File: src/common/bcc_pkg.sv
// package: opcodes, flag positions, cycle counts for the branch/call unit
// Function
// - relative branch two bytes, 3 taken, 2 not
// - signed less when V xor N
// - signed less-equal when (V xor N) or Z
// - unsigned lower-same when C or Z
// - accumulator jump loads pc, bank kept, 2 cycles
// - far indirect jump: pc, bank from offset 2
// - immediate far jump, 3 cycles, split address
// - near indirect call pushes word, reads target
// - near immediate and vector call push word, 5
// - far indirect call pushes long, reads long
// - immediate far call pushes long, 7 cycles
// - far memory call 8 plus correction cycles
package bcc_pkg;
  typedef enum logic [4:0] {
    bcc_op_nop,
    bcc_op_branch_if_zero_set,
    bcc_op_branch_if_zero_clear,
    bcc_op_branch_if_carry_set,
    bcc_op_branch_if_carry_clear,
    bcc_op_branch_if_negative,
    bcc_op_branch_if_positive,
    bcc_op_branch_if_overflow,
    bcc_op_branch_if_no_overflow,
    bcc_op_branch_if_sticky,
    bcc_op_branch_if_not_sticky,
    bcc_op_branch_signed_less,
    bcc_op_branch_signed_greater_equal,
    bcc_op_branch_signed_less_equal,
    bcc_op_branch_signed_greater,
    bcc_op_branch_unsigned_lower_same,
    bcc_op_branch_unsigned_higher,
    bcc_op_branch_always,
    bcc_op_near_jump_acc,
    bcc_op_near_jump_imm,
    bcc_op_near_jump_reg,
    bcc_op_near_jump_mem,
    bcc_op_far_jump_reg,
    bcc_op_far_jump_mem,
    bcc_op_far_jump_imm,
    bcc_op_call_reg,
    bcc_op_call_mem,
    bcc_op_call_imm,
    bcc_op_vector_subroutine_invoke,
    bcc_op_far_subroutine_invoke_reg,
    bcc_op_far_subroutine_invoke_mem,
    bcc_op_far_subroutine_invoke_imm
  } bcc_op_e;

  // flag vector bit positions {t, n, z, v, c}
  localparam int BCC_FLAG_C = 0;
  localparam int BCC_FLAG_V = 1;
  localparam int BCC_FLAG_Z = 2;
  localparam int BCC_FLAG_N = 3;
  localparam int BCC_FLAG_T = 4;

  localparam int BCC_PC_LSB   = 0;
  localparam int BCC_PC_MSB   = 15;
  localparam int BCC_BANK_LSB = 16;
  localparam int BCC_BANK_MSB = 23;

  localparam logic [15:0] BCC_BANK_OFFSET = 16'h0002;
  localparam logic [15:0] BCC_VEC_BASE    = 16'hffc0;
  localparam logic [3:0]  BCC_VEC_SHIFT   = 4'h1;

  localparam logic [4:0] BCC_CYC_BR_TAKEN = 5'h03;
  localparam logic [4:0] BCC_CYC_BR_NOT   = 5'h02;
  localparam logic [4:0] BCC_CYC_JMP_ACC  = 5'h02;
  localparam logic [4:0] BCC_CYC_JMP_IMM  = 5'h02;
  localparam logic [4:0] BCC_CYC_JMP_REG  = 5'h03;
  localparam logic [4:0] BCC_CYC_JMP_MEM  = 5'h04;
  localparam logic [4:0] BCC_CYC_FJMP_REG = 5'h03;
  localparam logic [4:0] BCC_CYC_FJMP_MEM = 5'h04;
  localparam logic [4:0] BCC_CYC_FJMP_IMM = 5'h03;
  localparam logic [4:0] BCC_CYC_CALL_REG = 5'h04;
  localparam logic [4:0] BCC_CYC_CALL_MEM = 5'h05;
  localparam logic [4:0] BCC_CYC_CALL_IMM = 5'h05;
  localparam logic [4:0] BCC_CYC_VECTOR_SUBROUTINE_INVOKE    = 5'h05;
  localparam logic [4:0] BCC_CYC_FCALL_RG = 5'h07;
  localparam logic [4:0] BCC_CYC_FCALL_MM = 5'h08;
  localparam logic [4:0] BCC_CYC_FCALL_IM = 5'h07;
  localparam logic [4:0] BCC_CYC_ONE      = 5'h01;

  localparam logic [2:0] BCC_LEN_BRANCH = 3'h2;
  localparam logic [2:0] BCC_LEN_ONE    = 3'h1;
  localparam logic [2:0] BCC_LEN_TWO    = 3'h2;
  localparam logic [2:0] BCC_LEN_THREE  = 3'h3;
  localparam logic [2:0] BCC_LEN_FOUR   = 3'h4;
endpackage

File: src/design/bcc_cond_eval.sv
// condition evaluator for relative branches
`timescale 1ns/100ps
`default_nettype none
module bcc_cond_eval
  import bcc_pkg::*;
(
  input  wire logic          mclk,   // machine clock
  input  wire logic          rst_n,  // synchronised reset
  input  wire bcc_op_e       op,     // opcode
  input  wire logic [4:0]    flags,  // {t,n,z,v,c}
  output logic               take    // registered branch decision
);
  logic c, v, z, n, t, sv;
  logic next_take;

  always_comb begin
    c = flags[BCC_FLAG_C];
    v = flags[BCC_FLAG_V];
    z = flags[BCC_FLAG_Z];
    n = flags[BCC_FLAG_N];
    t = flags[BCC_FLAG_T];
    sv = v ^ n;
    case (op)
      bcc_op_branch_if_zero_set:          next_take = z;
      bcc_op_branch_if_zero_clear:        next_take = !z;
      bcc_op_branch_if_carry_set:         next_take = c;
      bcc_op_branch_if_carry_clear:       next_take = !c;
      bcc_op_branch_if_negative:          next_take = n;
      bcc_op_branch_if_positive:          next_take = !n;
      bcc_op_branch_if_overflow:          next_take = v;
      bcc_op_branch_if_no_overflow:       next_take = !v;
      bcc_op_branch_if_sticky:            next_take = t;
      bcc_op_branch_if_not_sticky:        next_take = !t;
      bcc_op_branch_signed_less:          next_take = sv;
      bcc_op_branch_signed_greater_equal: next_take = !sv;
      bcc_op_branch_signed_less_equal:    next_take = sv | z;
      bcc_op_branch_signed_greater:       next_take = !(sv | z);
      bcc_op_branch_unsigned_lower_same:  next_take = c | z;
      bcc_op_branch_unsigned_higher:      next_take = !(c | z);
      bcc_op_branch_always:               next_take = 1'b1;
      default:                            next_take = 1'b0;
    endcase
  end

  always_ff @(posedge mclk or negedge rst_n) begin
    if (!rst_n) begin
      take <= 1'b0;
    end else begin
      take <= next_take;
    end
  end
endmodule
`default_nettype wire

File: src/design/bcc_branch_call_unit.sv
// branch and call control: pc/bank update, stack pushes, operand reads
`timescale 1ns/100ps
`default_nettype none
module bcc_branch_call_unit
  import bcc_pkg::*;
#(
  parameter int CORR_WIDTH = 5
) (
  input  wire logic                  mclk,       // machine clock 25 MHz
  input  wire logic                  arst_n,     // async reset, active low
  input  wire logic                  start,      // instruction issue pulse
  input  wire bcc_op_e               op,         // decoded opcode
  input  wire logic [4:0]            flags,      // {t,n,z,v,c}
  input  wire logic [7:0]            rel,        // signed displacement
  input  wire logic [23:0]           imm,        // immediate address
  input  wire logic [3:0]            vector,     // vector number
  input  wire logic [31:0]           acc,        // accumulator
  input  wire logic [31:0]           operand,    // register operand value
  input  wire logic [15:0]           ea,         // memory operand address
  input  wire logic [CORR_WIDTH-1:0] corr,       // addressing correction
  input  wire logic [15:0]           pc,         // current pc
  input  wire logic [7:0]            bank,       // current code bank
  input  wire logic [31:0]           rd_data,    // read data from memory
  input  wire logic                  rd_ack,     // read data valid
  output logic                       busy,       // instruction in flight
  output logic                       done,       // one-cycle completion
  output logic [15:0]                new_pc,     // next pc
  output logic [7:0]                 new_bank,   // next code bank
  output logic                       bank_we,    // bank written
  output logic                       push_req,   // stack push strobe
  output logic                       push_long,  // push is 32-bit
  output logic [31:0]                push_data,  // return address
  output logic                       rd_req,     // operand read strobe
  output logic                       rd_long,    // read is 32-bit
  output logic [15:0]                rd_addr,    // operand read address
  output logic                       flags_we    // flag write, always low
);
  if (CORR_WIDTH < 1 || CORR_WIDTH > 8) begin : g_corr_width_check
    $error("corr width out of range");
  end

  typedef enum {st_idle, st_eval, st_push, st_read, st_wait, st_count}
    bcc_state_e;

  bcc_state_e state;
  logic       rst_s1, rst_s2;
  logic       take;
  bcc_op_e    cur;
  logic [7:0] cycles;
  logic [7:0] left;
  logic [2:0] len;
  logic [15:0] ret_pc;
  logic        is_branch, need_push, push_l, need_read, read_l;

  // reset released through two flops
  always_ff @(posedge mclk or negedge arst_n) begin
    if (!arst_n) begin
      rst_s1 <= 1'b0;
      rst_s2 <= 1'b0;
    end else begin
      rst_s1 <= 1'b1;
      rst_s2 <= rst_s1;
    end
  end

  bcc_cond_eval u_cond (
    .mclk  (mclk),
    .rst_n (rst_s2),
    .op    (op),
    .flags (flags),
    .take  (take)
  );

  always_comb begin
    is_branch = (cur >= bcc_op_branch_if_zero_set) &&
                (cur <= bcc_op_branch_always);
    need_push = (cur >= bcc_op_call_reg);
    push_l    = (cur >= bcc_op_far_subroutine_invoke_reg);
    need_read = (cur == bcc_op_near_jump_mem) ||
                (cur == bcc_op_far_jump_mem) ||
                (cur == bcc_op_call_mem) ||
                (cur == bcc_op_far_subroutine_invoke_mem);
    read_l    = (cur == bcc_op_far_jump_mem) ||
                (cur == bcc_op_far_subroutine_invoke_mem);
    ret_pc    = pc + 16'(len);
  end

  // per-op cycle budget and length, captured at issue
  always_ff @(posedge mclk or negedge rst_s2) begin
    if (!rst_s2) begin
      cur    <= bcc_op_nop;
      cycles <= 8'h00;
      len    <= BCC_LEN_ONE;
    end else if (start && state == st_idle) begin
      cur <= op;
      case (op)
        bcc_op_near_jump_acc: cycles <= 8'(BCC_CYC_JMP_ACC);
        bcc_op_near_jump_imm: cycles <= 8'(BCC_CYC_JMP_IMM);
        bcc_op_near_jump_reg: cycles <= 8'(BCC_CYC_JMP_REG);
        bcc_op_near_jump_mem:
          cycles <= 8'(BCC_CYC_JMP_MEM) + 8'(corr);
        bcc_op_far_jump_reg:  cycles <= 8'(BCC_CYC_FJMP_REG);
        bcc_op_far_jump_mem:
          cycles <= 8'(BCC_CYC_FJMP_MEM) + 8'(corr);
        bcc_op_far_jump_imm:  cycles <= 8'(BCC_CYC_FJMP_IMM);
        bcc_op_call_reg:      cycles <= 8'(BCC_CYC_CALL_REG);
        bcc_op_call_mem:
          cycles <= 8'(BCC_CYC_CALL_MEM) + 8'(corr);
        bcc_op_call_imm:      cycles <= 8'(BCC_CYC_CALL_IMM);
        bcc_op_vector_subroutine_invoke:
          cycles <= 8'(BCC_CYC_VECTOR_SUBROUTINE_INVOKE);
        bcc_op_far_subroutine_invoke_reg:
          cycles <= 8'(BCC_CYC_FCALL_RG);
        bcc_op_far_subroutine_invoke_mem:
          cycles <= 8'(BCC_CYC_FCALL_MM) + 8'(corr);
        bcc_op_far_subroutine_invoke_imm:
          cycles <= 8'(BCC_CYC_FCALL_IM);
        default: cycles <= 8'(BCC_CYC_BR_NOT);
      endcase
      // return address offset; register and memory forms are two bytes
      case (op)
        bcc_op_near_jump_acc, bcc_op_vector_subroutine_invoke:
          len <= BCC_LEN_ONE;
        bcc_op_near_jump_imm, bcc_op_call_imm:
          len <= BCC_LEN_THREE;
        bcc_op_far_jump_imm, bcc_op_far_subroutine_invoke_imm:
          len <= BCC_LEN_FOUR;
        default: len <= BCC_LEN_BRANCH;
      endcase
    end
  end

  // sequencer: issue, evaluate, push, read, then pad to the cycle budget
  always_ff @(posedge mclk or negedge rst_s2) begin
    if (!rst_s2) begin
      state <= st_idle;
      left  <= 8'h00;
    end else begin
      case (state)
        st_idle: if (start) begin
          state <= st_eval;
        end
        st_eval: begin
          if (is_branch) begin
            // first cycle is issue; eval is second
            left  <= take ? 8'(BCC_CYC_BR_TAKEN - BCC_CYC_BR_NOT) : 8'h00;
            state <= take ? st_count : st_idle;
          end else begin
            left  <= cycles - 8'(BCC_CYC_BR_NOT);
            state <= need_push ? st_push :
                     need_read ? st_read :
                     (cycles <= 8'(BCC_CYC_BR_NOT)) ? st_idle : st_count;
          end
        end
        st_push: begin
          left  <= left - 8'h01;
          state <= need_read ? st_read : st_count;
        end
        st_read: begin
          left  <= left - 8'h01;
          state <= st_wait;
        end
        st_wait: if (rd_ack) begin
          state <= st_count;
        end
        st_count: begin
          if (left <= 8'h01) begin
            state <= st_idle;
          end else begin
            left <= left - 8'h01;
          end
        end
        default: state <= st_idle;
      endcase
    end
  end

  always_ff @(posedge mclk or negedge rst_s2) begin
    if (!rst_s2) begin
      push_req  <= 1'b0;
      push_long <= 1'b0;
      push_data <= 32'h0;
      rd_req    <= 1'b0;
      rd_long   <= 1'b0;
      rd_addr   <= 16'h0;
    end else begin
      push_req <= (state == st_eval) && !is_branch && need_push;
      if ((state == st_eval) && need_push) begin
        push_long <= push_l;
        push_data <= push_l ? {8'h00, bank, ret_pc} : {16'h0, ret_pc};
      end
      rd_req <= ((state == st_eval) && !is_branch && need_read &&
                 !need_push) || (state == st_push && need_read);
      if (state == st_eval) begin
        rd_long <= read_l;
        rd_addr <= ea;
      end
    end
  end

  // pc/bank result; flags never written by this group
  always_ff @(posedge mclk or negedge rst_s2) begin
    if (!rst_s2) begin
      busy     <= 1'b0;
      done     <= 1'b0;
      new_pc   <= 16'h0;
      new_bank <= 8'h00;
      bank_we  <= 1'b0;
      flags_we <= 1'b0;
    end else begin
      busy    <= (state != st_idle) || start;
      done    <= 1'b0;
      bank_we <= 1'b0;
      flags_we <= 1'b0;
      if (state == st_eval && is_branch) begin
        new_pc <= take ? ret_pc + {{8{rel[7]}}, rel} : ret_pc;
        new_bank <= bank;
        done <= !take;
      end else if (state == st_wait && rd_ack) begin
        new_pc <= rd_data[BCC_PC_MSB:BCC_PC_LSB];
        new_bank <= rd_long ? rd_data[BCC_BANK_MSB:BCC_BANK_LSB] : bank;
        bank_we <= rd_long;
      end else if (state == st_eval) begin
        new_bank <= bank;
        // two-cycle forms have no padding left and finish here
        done     <= (cycles <= 8'(BCC_CYC_BR_NOT)) && !need_push &&
                    !need_read;
        case (cur)
          bcc_op_near_jump_acc: new_pc <= acc[BCC_PC_MSB:BCC_PC_LSB];
          bcc_op_near_jump_imm,
          bcc_op_call_imm:      new_pc <= imm[BCC_PC_MSB:BCC_PC_LSB];
          bcc_op_vector_subroutine_invoke:
            new_pc <= BCC_VEC_BASE + ({12'h0, vector} << BCC_VEC_SHIFT);
          bcc_op_far_jump_imm, bcc_op_far_subroutine_invoke_imm: begin
            new_pc   <= imm[BCC_PC_MSB:BCC_PC_LSB];
            new_bank <= imm[BCC_BANK_MSB:BCC_BANK_LSB];
            bank_we  <= 1'b1;
          end
          bcc_op_far_jump_reg, bcc_op_far_subroutine_invoke_reg: begin
            new_pc   <= operand[BCC_PC_MSB:BCC_PC_LSB];
            new_bank <= operand[BCC_BANK_MSB:BCC_BANK_LSB];
            bank_we  <= 1'b1;
          end
          bcc_op_near_jump_reg, bcc_op_call_reg:
            new_pc <= operand[BCC_PC_MSB:BCC_PC_LSB];
          default: new_pc <= new_pc;
        endcase
      end
      if (state == st_count && left <= 8'h01)
        done <= 1'b1;
    end
  end
endmodule
`default_nettype wire

File: config.mk
export PLATFORM = sky130hd
export DESIGN_NAME = bcc_branch_call_unit
export DESIGN_NICKNAME = d
export VERILOG_FILES = /design/src/common/bcc_pkg.sv /design/src/design/bcc_cond_eval.sv /design/src/design/bcc_branch_call_unit.sv
export SDC_FILE = /design/constraint.sdc
export NUM_CORES = 1
export LEC_CHECK = 0
export BUFFER_PORTS_ARGS = -buffer_cell sky130_fd_sc_hd__buf_2
export CAP_MARGIN = 25
export CORE_AREA = 2 2 151 153
export DETAILED_ROUTE_END_ITERATION = 7
export DIE_AREA = 0 0 153 155
export GPL_ROUTABILITY_DRIVEN = 1
export SLEW_MARGIN = 20
export SYNTH_ARGS = -nofsm -noshare
export SYNTH_HDL_FRONTEND = slang
export SYNTH_SLANG_ARGS = --single-unit
File: constraint.sdc
create_clock -name mclk -period 4 [get_ports mclk]
set_input_delay 0.8 -clock mclk [delete_from_list [all_inputs] [get_ports mclk]]
set_output_delay 0.8 -clock mclk [all_outputs]
set_load 0.05 [all_outputs]
==> run_summary.xml <==
<?xml version="1.0" encoding="UTF-8"?>
<metrics>
  <group name="setup_path">
    <metric name="cp_data_required_time" unit="ns">4.26</metric>
    <metric name="critical_path.max_fanout" unit="">6</metric>
    <metric name="crit_path_start" unit="">len[0]</metric>
    <metric name="endpoint" unit="">new_pc[15]</metric>
    <metric name="ff2ff_path_depth" unit="">14</metric>
    <metric name="worstReg2RegEnd" unit="">new_pc[15]</metric>
    <metric name="setup.reg_to_reg.worst_slack" unit="ns">0.35</metric>
    <metric name="critPathKind" unit="">register to register</metric>
    <metric name="worst_setup_path_start_kind" unit="">register</metric>
    <metric name="setup.worst_path.end_class" unit="">register</metric>
    <metric name="cp_data_arrival_time" unit="ns">3.91</metric>
    <metric name="rr_startpoint" unit="">len[0]</metric>
  </group>
  <group name="floorplanning">
    <metric name="die-width" unit="um">153</metric>
    <metric name="core-area" unit="sq um">22200</metric>
    <metric name="io_pins" unit="">271</metric>
    <metric name="fp.dieH" unit="um">155</metric>
    <metric name="fp-row-count" unit="">55</metric>
    <metric name="die_area" unit="sq um">23700</metric>
    <metric name="starting_density_of_the_core" unit="%">31.3</metric>
  </group>
  <group name="cells_and_area">
    <metric name="layoutNonFillerInstCount" unit="">1341</metric>
    <metric name="fin_nets" unit="">1269</metric>
    <metric name="drive_above_1_share" unit="%">29.5</metric>
    <metric name="layout-area-overhead-vs-synth" unit="%">26.7</metric>
    <metric name="nFillCells" unit="">2340</metric>
  </group>
  <group name="placement">
    <metric name="placedCellCount" unit="">1323</metric>
    <metric name="io_buffer_count" unit="">229</metric>
    <metric name="hpwl" unit="um">18000</metric>
    <metric name="place.gp.congestion" unit="">0.879</metric>
  </group>
  <group name="drt">
    <metric name="route.vias.total" unit="">7047</metric>
    <metric name="post_drt_via_cell_ratio" unit="">5.26</metric>
    <metric name="detail-route-antenna-nets" unit="">0</metric>
    <metric name="violation_count_after_the_first_detailed_route_iteration" unit="">530</metric>
    <metric name="detailedRoute.firstPassIterationCount" unit="">5</metric>
    <metric name="drc" unit="">0</metric>
    <metric name="wl" unit="um">23100</metric>
    <metric name="wl_per_cell" unit="um">17.3</metric>
  </group>
  <group name="global_route">
    <metric name="congestion_overflow_gr" unit="">0</metric>
    <metric name="initial_antenna_violation_count" unit="">1</metric>
    <metric name="global_route_wire_length_before_repair" unit="um">35700</metric>
    <metric name="grt_max_degree" unit="">71</metric>
    <metric name="number_of_global_route_vias_before_repair" unit="">6570</metric>
    <metric name="grt_usage" unit="%">18.9</metric>
  </group>
  <group name="clocking">
    <metric name="cts.path.max_buffers" unit="">2</metric>
    <metric name="cts_resized" unit="">0</metric>
    <metric name="cts_root_buffer" unit="">clkbuf_16</metric>
    <metric name="cts.repair_timing.setup_buffer_count" unit="">0</metric>
    <metric name="htree_depth" unit="">3</metric>
    <metric name="hold_buffers" unit="">0</metric>
    <metric name="numCtsBuffers" unit="">9</metric>
    <metric name="worst_setup_hold_path_clk_slew" unit="ns">0.08</metric>
    <metric name="tritoncts_clock_tree" unit="">built</metric>
    <metric name="cts_num_sinks" unit="">99</metric>
    <metric name="worstSkewPairLatency" unit="ns">0.36</metric>
  </group>
  <group name="yosys">
    <metric name="synth_top_cells_by_area" unit="">dfrtp_1, nand2_1, a21oi_1, ha_1, nor2_1</metric>
    <metric name="ys_seq_area_share" unit="%">35.6</metric>
    <metric name="postSynth.asyncResetShare" unit="%">100</metric>
    <metric name="yosysTopAreaCellShare" unit="%">35.2</metric>
    <metric name="postSynthRegisterBits" unit="">99</metric>
    <metric name="yosysUniqueCellTypes" unit="">84</metric>
    <metric name="synth_largest_area_cell" unit="">dfrtp_1</metric>
    <metric name="synth-edff-count" unit="">0</metric>
    <metric name="post_synth_inst_count" unit="">819</metric>
    <metric name="postSynthAreaPerCell" unit="sq um">8.50</metric>
    <metric name="synth_area" unit="sq um">6960</metric>
    <metric name="postSynth.topFlopCell" unit="">dfrtp_1</metric>
    <metric name="yosys_warnings" unit="">0</metric>
  </group>
  <group name="power">
    <metric name="power.leakage" unit="nW">4.21</metric>
    <metric name="cellPowerDensity" unit="nW/um^2">815</metric>
    <metric name="worst_ir_drop_vdd" unit="V">0.000213</metric>
  </group>
  <group name="job">
    <metric name="timing.max_cap.violations" unit="">0</metric>
  </group>
  <group name="sta">
    <metric name="unrepaired_setup_endpoints_after_global_routing" unit="">false</metric>
    <metric name="timing.clock.skew" unit="ns">0.00944</metric>
    <metric name="max_frequency" unit="GHz">0.274</metric>
    <metric name="post_route_fraction_of_the_period_consumed_by_the_critical_path" unit="%">91.2</metric>
    <metric name="worst_slew_margin_rel" unit="%">32.5</metric>
    <metric name="final_report_setup_violation_count" unit="">0</metric>
    <metric name="tightest_slew" unit="ns">1.01</metric>
    <metric name="finalWorstPathRequiredPeriod" unit="ns">3.65</metric>
    <metric name="setup_total_neg_slack" unit="ns">0</metric>
    <metric name="drv_slew" unit="">0</metric>
    <metric name="hold_viol_final" unit="">0</metric>
  </group>
  <group name="worst_hold_path">
    <metric name="hold_class" unit="">input port to async pin</metric>
  </group>
  <group name="run_status">
    <metric name="outcome" unit="">completed</metric>
  </group>
</metrics>
==> power breakdown <==
part           leakage [nW]  total [mW]  switching, mW  internal [mW]
logic                  2.85        4.44           3.04           1.40
registers              1.21        1.85          0.414           1.43
clock network         0.149       0.903          0.455          0.447
total                  4.21        7.19           3.91           3.28
==> worst max-delay path, cell delays in order (launching register included) <==
cell and delay (ns):
dfstp_2 0.54, ha_1 0.18, fa_1 0.20, a21oi_1 0.08, buf_4 0.14, nor3_1 0.39
and3_1 0.25, xor2_1 0.28, ha_1 0.36, and3_1 0.23, and2_1 0.20, o2111ai_1 0.12
o211ai_1 0.13, o31a_1 0.26, o31ai_1 0.18
==> worst min-delay path by stage <==
stage	endpoint	slack, ns	depth (start not counted)	from
6_report	rst_s2	0.21	1	arst_n
3_3_place_gp	rst_s2	0.34	0	rst_s1
4_1_cts	rst_s2	0.19	1	arst_n
5_1_grt	rst_s2	0.19	1	arst_n
2_1_floorplan	rst_s2	0.33	0	rst_s1
3_5_place_dp	rst_s2	0.34	0	rst_s1
==> layout by cell type, fill, tap and decap left out, drive strengths merged, types with 10 or more instances in the layout <==
master | synthesis | layout
ha | 26 | 26
conb | 2 | 10
a21o | 12 | 12
inv | 19 | 24
nor3 | 20 | 20
nand2 | 141 | 141
dfrtp | 98 | 98
a21oi | 69 | 69
o21ai | 58 | 58
xnor2 | 15 | 15
nand3 | 19 | 19
a221oi | 15 | 15
mux2i | 10 | 10
buf | 31 | 267
a31oi | 12 | 12
a22o | 13 | 13
o211ai | 11 | 11
xor2 | 15 | 15
nor2 | 58 | 58
==> cells by family (layout without fill, tap and decap cells) <==
| group | count (synthesis) | count (layout) | synth area share (%) |
|---|---|---|---|
| adder cells (fa/ha/maj) | 28 | 28 | 5.25 |
| buffers and inverters | 74 | 302 | 5.16 |
| AO/OA/AOI/OAI | 272 | 272 | 27.8 |
| XOR/XNOR | 30 | 30 | 3.78 |
| multiplexers | 18 | 18 | 2.73 |
| flip-flops | 99 | 99 | 35.6 |
| other | 2 | 11 | 0.108 |
| AND/OR/NAND/NOR | 296 | 296 | 19.6 |
==> registers in the layout, indices dropped and copies added, names as in the netlist <==
signal / count
push_data: 24
new_pc: 16
rd_addr: 16
left: 8
new_bank: 8
cycles: 6
cur: 5
len: 3
state: 3
bank_we: 1
busy: 1
done: 1
push_long: 1
push_req: 1
rd_long: 1
rd_req: 1
rst_s1: 1
rst_s2: 1
u_cond.take: 1
==> cell usage after synthesis (6+ instances only) <==
cell,instances
o21ai_0,34
clkbuf_1,24
a31oi_1,11
and2_1,6
o22ai_1,7
a222oi_1,6
a32o_1,6
buf_2,17
a21o_1,12
dfrtp_1,98
xnor2_1,15
nor3_1,19
a221oi_1,15
nor4_1,7
nand2_1,141
and3_1,7
a211oi_1,6
ha_1,26
mux2_2,7
o211ai_1,10
a21oi_1,68
nand3_1,19
mux2i_1,10
inv_1,19
a22o_1,13
nor2b_1,8
nor2_1,56
o21ai_1,22
buf_4,10
xor2_1,15
a221o_1,8
==> metrics by stage <==
step                      setup slack (ns)  util, %  power [mW]  hold slack [ns]  instance area (sq um)
after global placement              0.0397     38.2        6.24            0.337                   8500
after global routing                 0.122     39.7        7.69            0.189                   8820
after detailed placement            0.0235     38.2        6.30            0.342                   8500
after CTS                            0.361     39.6        7.22            0.191                   8800
final                                0.354     39.7        7.19            0.205                   8820
after floorplan                      0.330        -        5.14            0.331                   6990
==> metal layers <==
layer / up-vias / routed length [um] / GRT usage [%]
li1: 3467 / - / -
met1: 3301 / 10500 / 25.1
met2: 241 / 10700 / 30.7
met3: 36 / 1390 / 3.37
met4: 2 / 603 / 7.63
met5: - / 18 / 0
==> cell type report <==
| class | instances | area, sq um | share of cell area [%] |
|---|---|---|---|
| inverters | 19 | 71.3 | 0.808 |
| clock inverters | 7 | 76.3 | 0.865 |
| multi-input cells | 654 | 4160 | 47.2 |
| clock buffers | 9 | 225 | 2.55 |
| repair buffers | 267 | 1440 | 16.4 |
| well taps | 285 | 357 | 4.04 |
| diodes | 1 | 2.50 | 0.0284 |
| flip-flops and latches | 99 | 2480 | 28.1 |
(Power assumes the default switching activity.)
